$ cat src/include/spc_port_regs.svh
// Register indices, field positions, reset values and masks of the per-port control bank.
// Assumes byte address = 4 * index, index = {port number, register kind}.
`ifndef SPC_PORT_REGS_SVH
`define SPC_PORT_REGS_SVH

// ----------------------------------------------------------------------------
// Register indices
// ----------------------------------------------------------------------------
`define SPC_OFS_P1_RXLEARN 8'h12
`define SPC_OFS_P1_TAGH    8'h13
`define SPC_OFS_P1_TAGL    8'h14
`define SPC_OFS_P1_MODE    8'h15
`define SPC_OFS_P2_RXLEARN 8'h22
`define SPC_OFS_P2_TAGH    8'h23
`define SPC_OFS_P2_TAGL    8'h24
`define SPC_OFS_P2_MODE    8'h25
`define SPC_OFS_P3_RXLEARN 8'h32
`define SPC_OFS_P3_TAGH    8'h33
`define SPC_OFS_P3_TAGL    8'h34
`define SPC_OFS_P3_MODE    8'h35

// Register kind is the low nibble of the index, port number the next two bits
`define SPC_KIND_RXLEARN   4'h2
`define SPC_KIND_TAGH      4'h3
`define SPC_KIND_TAGL      4'h4
`define SPC_KIND_MODE      4'h5

// ----------------------------------------------------------------------------
// Fields and reset values
// ----------------------------------------------------------------------------
`define SPC_RX_EN_BIT      1
`define SPC_LEARN_DIS_BIT  0
`define SPC_RX_EN_RST      1'b1
`define SPC_LEARN_DIS_RST  1'b0
`define SPC_TAGH_RST       8'h00
`define SPC_TAGL_RST       8'h01
`define SPC_MODE_RST       8'h00
`define SPC_MODE_SEL_BIT   7
`define SPC_FILT1_BIT      6
`define SPC_FILT2_BIT      5
`define SPC_DROP_TAG_BIT   4
`define SPC_LIMIT_HI       3
`define SPC_LIMIT_LO       2
`define SPC_MODE_WMASK     8'hFC
`define SPC_MODE3_WMASK    8'h9C
`define SPC_PCP_HI         15
`define SPC_PCP_LO         13
`define SPC_CFI_BIT        12
`define SPC_VID_HI         11

`endif

$ cat src/include/spc_pkg.sv
// Types shared by the per-port control bank.
// Assumes spc_port_regs.svh for all numeric constants.
package spc_pkg;

  typedef logic [1:0] spc_port_t;
  typedef logic [7:0] spc_byte_t;
  typedef logic [11:0] spc_vid_t;
  typedef logic [15:0] spc_tag_t;

  // Ingress limit mode, in field order
  typedef enum logic [1:0] {
    SPC_LIM_ALL,
    SPC_LIM_BC_MC_FLOOD,
    SPC_LIM_BC_MC,
    SPC_LIM_BC
  } spc_limit_e;

endpackage

$ cat src/rtl/spc_port_ctrl.sv
// Per-port control registers of a three-port switch and the values they steer.
// Assumes one clock, a plain register port with read data one cycle later,
// and lookup/egress requests arriving synchronous to the clock.
`timescale 1ns/100ps
`include "spc_port_regs.svh"
`default_nettype none

module spc_port_ctrl
  import spc_pkg::*;
(
  input  wire logic              clock,
  input  wire logic              rst_b,
  input  wire logic              ce,
  input  wire logic [9:0]        addr,
  input  wire logic [7:0]        wr_data,
  input  wire logic              wr_strb,
  input  wire logic              rd_strb,
  output logic      [7:0]        rd_data,
  input  wire logic              port3_rx_valid_strap_pin,
  input  wire logic              lkp_valid,
  input  wire logic [1:0]        lkp_port,
  input  wire logic              lkp_tagged,
  input  wire logic [11:0]       lkp_vid,
  input  wire logic              lkp_bcast,
  input  wire logic              lkp_mcast,
  input  wire logic              lkp_flood,
  output logic                   lkp_done,
  output logic      [11:0]       lkp_vid_out,
  output logic                   lkp_accept,
  output logic                   lkp_learn,
  output logic                   lkp_counted,
  input  wire logic              eg_valid,
  input  wire logic [1:0]        eg_port,
  output logic                   eg_done,
  output logic      [15:0]       eg_tag,
  output logic      [2:0]        rx_enable,
  output logic      [2:0]        learn_disable,
  output logic      [2:0][15:0]  default_tag,
  output logic      [2:0]        sa_filter_first_en,
  output logic      [2:0]        sa_filter_second_en,
  output logic      [2:0]        drop_tagged,
  output logic      [2:0][1:0]   limit_mode,
  output logic                   port3_mac_mode,
  output logic                   port1_phy_clk_off
);

  // ----------------------------------------------------------------------------
  // Decode helpers
  // ----------------------------------------------------------------------------
  function automatic logic spc_hit(input logic [9:0] a, input spc_port_t pnum, input logic [3:0] kind);
    return (a[9:8] == 2'h0) && (a[7:6] == pnum) && (a[5:2] == kind) && (a[1:0] == 2'h0);
  endfunction

  function automatic logic spc_counts(input spc_limit_e mode, input logic bc, input logic mc, input logic fl);
    logic r;
    r = 1'b0;
    case (mode)
      SPC_LIM_ALL:         r = 1'b1;
      SPC_LIM_BC_MC_FLOOD: r = bc | mc | fl;
      SPC_LIM_BC_MC:       r = bc | mc;
      SPC_LIM_BC:          r = bc;
      default:             r = 1'b0;
    endcase
    return r;
  endfunction

  // ----------------------------------------------------------------------------
  // Register storage
  // ----------------------------------------------------------------------------
  logic      rx_en_q     [3];
  logic      learn_dis_q [3];
  spc_byte_t tagh_q      [3];
  spc_byte_t tagl_q      [3];
  spc_byte_t mode_q      [3];
  logic      strap_done_q;
  spc_byte_t rd_mux;

  // Strap is caught on the first enabled edge after reset release
  always_ff @(posedge clock or negedge rst_b)
  begin
    if (!rst_b)
      strap_done_q <= 1'b0;
    else if (ce)
      strap_done_q <= 1'b1;
  end

  genvar g;
  generate
    for (g = 0; g < 3; g++)
    begin : g_port
      localparam spc_port_t PNUM = spc_port_t'(g + 1);
      localparam spc_byte_t WMASK = (g == 2) ? `SPC_MODE3_WMASK : `SPC_MODE_WMASK;

      always_ff @(posedge clock or negedge rst_b)
      begin
        if (!rst_b)
        begin
          rx_en_q[g]     <= `SPC_RX_EN_RST;
          learn_dis_q[g] <= `SPC_LEARN_DIS_RST;
        end
        else if (ce && wr_strb && spc_hit(addr, PNUM, `SPC_KIND_RXLEARN))
        begin
          rx_en_q[g]     <= wr_data[`SPC_RX_EN_BIT];
          learn_dis_q[g] <= wr_data[`SPC_LEARN_DIS_BIT];
        end
      end

      always_ff @(posedge clock or negedge rst_b)
      begin
        if (!rst_b)
        begin
          tagh_q[g] <= `SPC_TAGH_RST;
          tagl_q[g] <= `SPC_TAGL_RST;
        end
        else if (ce && wr_strb)
        begin
          if (spc_hit(addr, PNUM, `SPC_KIND_TAGH))
            tagh_q[g] <= wr_data;
          if (spc_hit(addr, PNUM, `SPC_KIND_TAGL))
            tagl_q[g] <= wr_data;
        end
      end

      // Port 3 drops bits 6 and 5, so they read zero; a write beside the strap capture wins
      always_ff @(posedge clock or negedge rst_b)
      begin
        if (!rst_b)
          mode_q[g] <= `SPC_MODE_RST;
        else if (ce && wr_strb && spc_hit(addr, PNUM, `SPC_KIND_MODE))
          mode_q[g] <= wr_data & WMASK;
        else if ((g == 2) && ce && !strap_done_q)
          mode_q[g][`SPC_MODE_SEL_BIT] <= ~port3_rx_valid_strap_pin;
      end

      assign rx_enable[g]           = rx_en_q[g];
      assign learn_disable[g]       = learn_dis_q[g];
      assign default_tag[g]         = {tagh_q[g], tagl_q[g]};
      assign sa_filter_first_en[g]  = mode_q[g][`SPC_FILT1_BIT];
      assign sa_filter_second_en[g] = mode_q[g][`SPC_FILT2_BIT];
      assign drop_tagged[g]         = mode_q[g][`SPC_DROP_TAG_BIT];
      assign limit_mode[g]          = mode_q[g][`SPC_LIMIT_HI:`SPC_LIMIT_LO];

    end
  endgenerate

  // ----------------------------------------------------------------------------
  // Register read port
  // ----------------------------------------------------------------------------
  always_comb
  begin
    rd_mux = 8'h00;
    for (int p = 0; p < 3; p++)
    begin
      if (spc_hit(addr, spc_port_t'(p + 1), `SPC_KIND_RXLEARN))
        rd_mux = {6'h00, rx_en_q[p], learn_dis_q[p]};
      if (spc_hit(addr, spc_port_t'(p + 1), `SPC_KIND_TAGH))
        rd_mux = tagh_q[p];
      if (spc_hit(addr, spc_port_t'(p + 1), `SPC_KIND_TAGL))
        rd_mux = tagl_q[p];
      if (spc_hit(addr, spc_port_t'(p + 1), `SPC_KIND_MODE))
        rd_mux = mode_q[p];
    end
  end

  // Data stands only in the cycle after the strobe; unmapped addresses read zero
  always_ff @(posedge clock or negedge rst_b)
  begin
    if (!rst_b)
      rd_data <= 8'h00;
    else if (ce)
      rd_data <= rd_strb ? rd_mux : 8'h00;
  end

  assign port3_mac_mode    = mode_q[2][`SPC_MODE_SEL_BIT];
  assign port1_phy_clk_off = mode_q[0][`SPC_MODE_SEL_BIT];

  // ----------------------------------------------------------------------------
  // Ingress lookup
  // ----------------------------------------------------------------------------
  // Port code 3 names no port: answered, but refused with VID zero
  always_ff @(posedge clock or negedge rst_b)
  begin
    if (!rst_b)
    begin
      lkp_done    <= 1'b0;
      lkp_vid_out <= 12'h000;
      lkp_accept  <= 1'b0;
      lkp_learn   <= 1'b0;
      lkp_counted <= 1'b0;
    end
    else if (ce)
    begin
      lkp_done    <= lkp_valid;
      lkp_vid_out <= 12'h000;
      lkp_accept  <= 1'b0;
      lkp_learn   <= 1'b0;
      lkp_counted <= 1'b0;
      if (lkp_valid && lkp_port != 2'h3)
      begin
        if (lkp_tagged && lkp_vid != 12'h000)
          lkp_vid_out <= lkp_vid;
        else
          lkp_vid_out <= {tagh_q[lkp_port][3:0], tagl_q[lkp_port]};
        lkp_accept  <= rx_en_q[lkp_port] && !(lkp_tagged && mode_q[lkp_port][`SPC_DROP_TAG_BIT]);
        lkp_learn   <= rx_en_q[lkp_port] && !(lkp_tagged && mode_q[lkp_port][`SPC_DROP_TAG_BIT])
                       && !learn_dis_q[lkp_port];
        lkp_counted <= spc_counts(spc_limit_e'(mode_q[lkp_port][`SPC_LIMIT_HI:`SPC_LIMIT_LO]),
                                  lkp_bcast, lkp_mcast, lkp_flood);
      end
    end
  end

  // ----------------------------------------------------------------------------
  // Egress tag insertion
  // ----------------------------------------------------------------------------
  always_ff @(posedge clock or negedge rst_b)
  begin
    if (!rst_b)
    begin
      eg_done <= 1'b0;
      eg_tag  <= 16'h0000;
    end
    else if (ce)
    begin
      eg_done <= eg_valid;
      if (eg_valid && eg_port != 2'h3)
        eg_tag <= {tagh_q[eg_port], tagl_q[eg_port]};
      else
        eg_tag <= 16'h0000;
    end
  end
endmodule

`default_nettype wire

$ cat config.mk
export PLATFORM = sky130hd
export DESIGN_NAME = spc_port_ctrl
export DESIGN_NICKNAME = d
export VERILOG_FILES = /design/src/include/spc_pkg.sv /design/src/rtl/spc_port_ctrl.sv
export VERILOG_INCLUDE_DIRS = /design/src /design/src/include
export SDC_FILE = /design/constraint.sdc
export NUM_CORES = 1
export LEC_CHECK = 0
export BUFFER_PORTS_ARGS = -buffer_cell sky130_fd_sc_hd__buf_2
export CAP_MARGIN = 20
export CORE_MARGIN = 4
export CORE_UTILIZATION = 53
export DETAILED_ROUTE_END_ITERATION = 10
export MAX_ROUTING_LAYER = met4
export PLACE_DENSITY = 0.8
export SLEW_MARGIN = 30
export SYNTH_ARGS = -nofsm -noshare
export SYNTH_HDL_FRONTEND = slang
export SYNTH_SLANG_ARGS = --single-unit
$ cat constraint.sdc
create_clock -name clock -period 1.69 [get_ports clock]
set_input_delay 0.169 -clock clock [delete_from_list [all_inputs] [get_ports clock]]
set_output_delay 0.169 -clock clock [all_outputs]
set_load 0.03 [all_outputs]
==> flow_summary.rst <==
.. list-table::
   :header-rows: 1

   * - Metric
     - Value
   * - Destination of the critical timing path
     - lkp_learn$_DFFE_PN0P_
   * - Average cell area after synthesis
     - 11.0 sq um
   * - Root buf cell
     - sky130_fd_sc_hd__clkbuf_16
   * - Number of global-route vias before repair
     - 5496
   * - Minimum clock period after layout
     - 1600 ps
   * - Beginning of the critical path
     - drop_tagged[0]$_DFFE_PN0P_
   * - Area delta synth->final
     - 24.4%
   * - Worst path required time
     - 1970 ps
   * - FFs w/ async S/R, synth
     - 1.00
   * - Type of the worst min-delay path
     - input pin to flip-flop
   * - First-pass GRT wire length
     - 30500 um
   * - DR vias
     - 5503
   * - Worst-Skew Late Latency
     - 350 ps
   * - Most common library cell in the layout ignoring fill and taps
     - sky130_fd_sc_hd__buf_2
   * - Share of the yosys chip area belonging to registers
     - 0.466
   * - TritonCTS clock tree
     - built
   * - Layout net count
     - 764
   * - Post-synthesis register bit count
     - 112
   * - Startpoint type of the worst setup path
     - flip-flop
   * - Post-CTS Resized
     - 0
   * - Pre-Repair DR Iteration Count
     - 5
   * - TritonCTS Sinks
     - 112
   * - Number of unique standard cell types used by synthesis
     - 52
   * - Remaining DRCs
     - 0
   * - Number of synthesized flops with an enable pin
     - 0
   * - Post-CTS Repair Setup Buffers
     - 0
   * - Chip width
     - 115 um
   * - Area enclosed by the die boundary
     - 13200 sq um
   * - Setup TNS
     - 0 ps
   * - Initial standard-cell utilization of the core
     - 0.549
   * - Synthesized instance count
     - 546
   * - Clock H-tree levels
     - 3
   * - Number of warnings printed during yosys synthesis
     - 0
   * - Destination of the worst register-to-register timing path
     - lkp_learn$_DFFE_PN0P_
   * - Number of antenna violations at the first check in global routing
     - 0
   * - Final WL
     - 19500 um
   * - Worst-path fanout max
     - 4
   * - Total power after layout
     - 5.60 mW
   * - Worst-case reg-to-reg path depth
     - 5
   * - Power density of the placed cells
     - 746 nW/um^2
   * - Count of hold-fix buffers inserted at cts
     - 1
   * - Number of I/O port buffers
     - 155
   * - R2r startpoint
     - drop_tagged[0]$_DFFE_PN0P_
   * - Violation count after the first detailed-route iteration
     - 654
   * - RD Place Congestion
     - 0.989
   * - Diodes inserted
     - 0
   * - Number of buffers created by CTS
     - 9
   * - Count of endpoints failing hold in the final timing report
     - 0
   * - Ports placed on the boundary
     - 158
   * - Placed wire-length estimate after detailed placement
     - 14800 um
   * - Core region area
     - 11000 sq um
   * - Unrepaired setup endpoints after global routing
     - no
   * - Cell area after synthesis
     - 6030 sq um
   * - Mean number of vias per cell
     - 6.38
   * - Reg clk slew, reported paths
     - 70 ps
   * - Setup skew after layout
     - 5.09 ps
   * - Worst IR drop on VDD
     - 0.000607 V
   * - Number of violations of the max-capacitance limit
     - 0
   * - GRT Residual Overflow
     - 0
   * - Total of endpoints with negative setup slack in the final report
     - 0
   * - Leakage power figure
     - 3.75 nW
   * - Remaining antenna violation count
     - 0
   * - Standard-cell row count
     - 38
   * - Worst setup path class
     - flip-flop to flip-flop
   * - Maximum number of pins on one net before global-route repair
     - 38
   * - Die boundary height
     - 115 um
   * - Leading cell types in the layout, fill and taps excluded
     - sky130_fd_sc_hd__buf_2, sky130_fd_sc_hd__dfrtp_1, sky130_fd_sc_hd__mux2_2
   * - Maximum clock frequency
     - 626 MHz
   * - Register-to-register path setup slack
     - 90 ps
   * - WL per Instance
     - 22.6 um
   * - Main synth FF type
     - sky130_fd_sc_hd__dfrtp_1
   * - Critical Path End Type
     - flip-flop
   * - Layout cells sized above 1
     - 0.430
   * - Final max-slew violation count
     - 0
   * - Aggregate global-route resource usage
     - 0.309
   * - Buffers from clock root to sink, at most
     - 2
   * - Outcome
     - complete, no violations
   * - Final cycle utilization of the critical path
     - 0.945
   * - Arrival time reported for the critical path endpoint
     - 1870 ps
==> layout make-up <==
class                   count  area, sq um
multi-input cells         386         2970
fillers                   824         3480
clock inverters             2         38.8
clock buffers              14          264
well taps                 140          175
flip-flops and latches    112         2810
repair buffers            206         1240
inverters                   3         11.3
==> critical path, cell delays in order (launching register included) <==
cell and delay [ps]:
sky130_fd_sc_hd__dfrtp_1 420, sky130_fd_sc_hd__mux2_2 310, sky130_fd_sc_hd__a211oi_1 230, sky130_fd_sc_hd__a31oi_1 110, sky130_fd_sc_hd__or2_2 320, sky130_fd_sc_hd__o2bb2ai_1 130
==> flip-flops by register name, summed over array words and instances (netlist names) <==
| signal | flops |
|---|---|
| eg_done | 1 |
| rd_data | 8 |
| strap_done_q | 1 |
| sa_filter_first_en | 2 |
| mode_q | 1 |
| port1_phy_clk_off | 1 |
| port3_mac_mode | 1 |
| lkp_vid_out | 12 |
| lkp_learn | 1 |
| lkp_accept | 1 |
| default_tag | 48 |
| lkp_done | 1 |
| sa_filter_second_en | 2 |
| drop_tagged | 3 |
| eg_tag | 16 |
| rx_enable | 3 |
| limit_mode | 6 |
| lkp_counted | 1 |
| learn_disable | 3 |
==> metal layers <==
layer	part of all wire	wire [um]	up-vias	global-route usage
met4	0.036	709	0	0.115
li1	-	-	2378	-
met1	0.40	7870	2728	0.412
met3	0.080	1550	67	0.0412
met5	0	0	-	-
met2	0.48	9360	330	0.485
==> per-stage QoR <==
stage | utilization | area, sq um | hold slack [ps] | worst slack (ps) | instances
after detailed placement | 0.655 | 7190 | 110 | -49.5 | 846
after floorplan | - | 6040 | -127 | 100 | 547
after global placement | 0.655 | 7190 | 102 | -44.7 | 846
after global routing | 0.683 | 7500 | 77.8 | 26.9 | 863
after CTS | 0.683 | 7500 | 74.1 | 110 | 863
final | 0.683 | 7500 | 78.7 | 93.1 | 863
==> synth_stat cells, drive strengths merged, types with 8 or more instances <==
library cell / instances / area [sq um]
nand2: 25 / 93.8
nor2b: 8 / 50.1
o21ai: 24 / 120
o2bb2ai: 37 / 324
a21oi: 24 / 120
mux2: 74 / 833
mux2i: 44 / 440
clkbuf: 19 / 71.3
nor2: 46 / 193
buf: 27 / 178
nand2b: 9 / 56.3
dfrtp: 106 / 2650
a2bb2oi: 9 / 78.8
==> worst min path at each step <==
| stage | start | endpoint | slack [ps] | depth (start not counted) |
|---|---|---|---|---|
| global route | eg_valid | eg_done$_DFFE_PN0P_ | 80 | 2 |
| CTS | eg_valid | eg_done$_DFFE_PN0P_ | 70 | 2 |
| global placement | rst_b | lkp_accept$_DFFE_PN0P_ | 100 | 1 |
| floorplan | rst_b | default_tag[10]$_DFFE_PN0P_ | -130 | 0 |
| detailed placement | rst_b | lkp_accept$_DFFE_PN0P_ | 110 | 1 |
| finish | eg_valid | eg_done$_DFFE_PN0P_ | 80 | 2 |
==> where the power goes <==
part | leakage (nW) | switching [mW] | total (mW) | internal [mW]
logic | 2.08 | 0.413 | 0.631 | 0.218
registers | 1.52 | 0.0391 | 2.76 | 2.72
clock network | 0.147 | 0.973 | 2.21 | 1.24
==> kinds of logic (layout without fill, tap and decap cells) <==
group	after synthesis	in the layout	synth area share
AO/OA/AOI/OAI	141	141	0.168
AND/OR/NAND/NOR	125	125	0.112
multiplexers	118	118	0.211
flip-flops	112	112	0.466
buffers and inverters	49	225	0.0431
other	1	2	0.000622
Power figures use the tool's default switching activity.
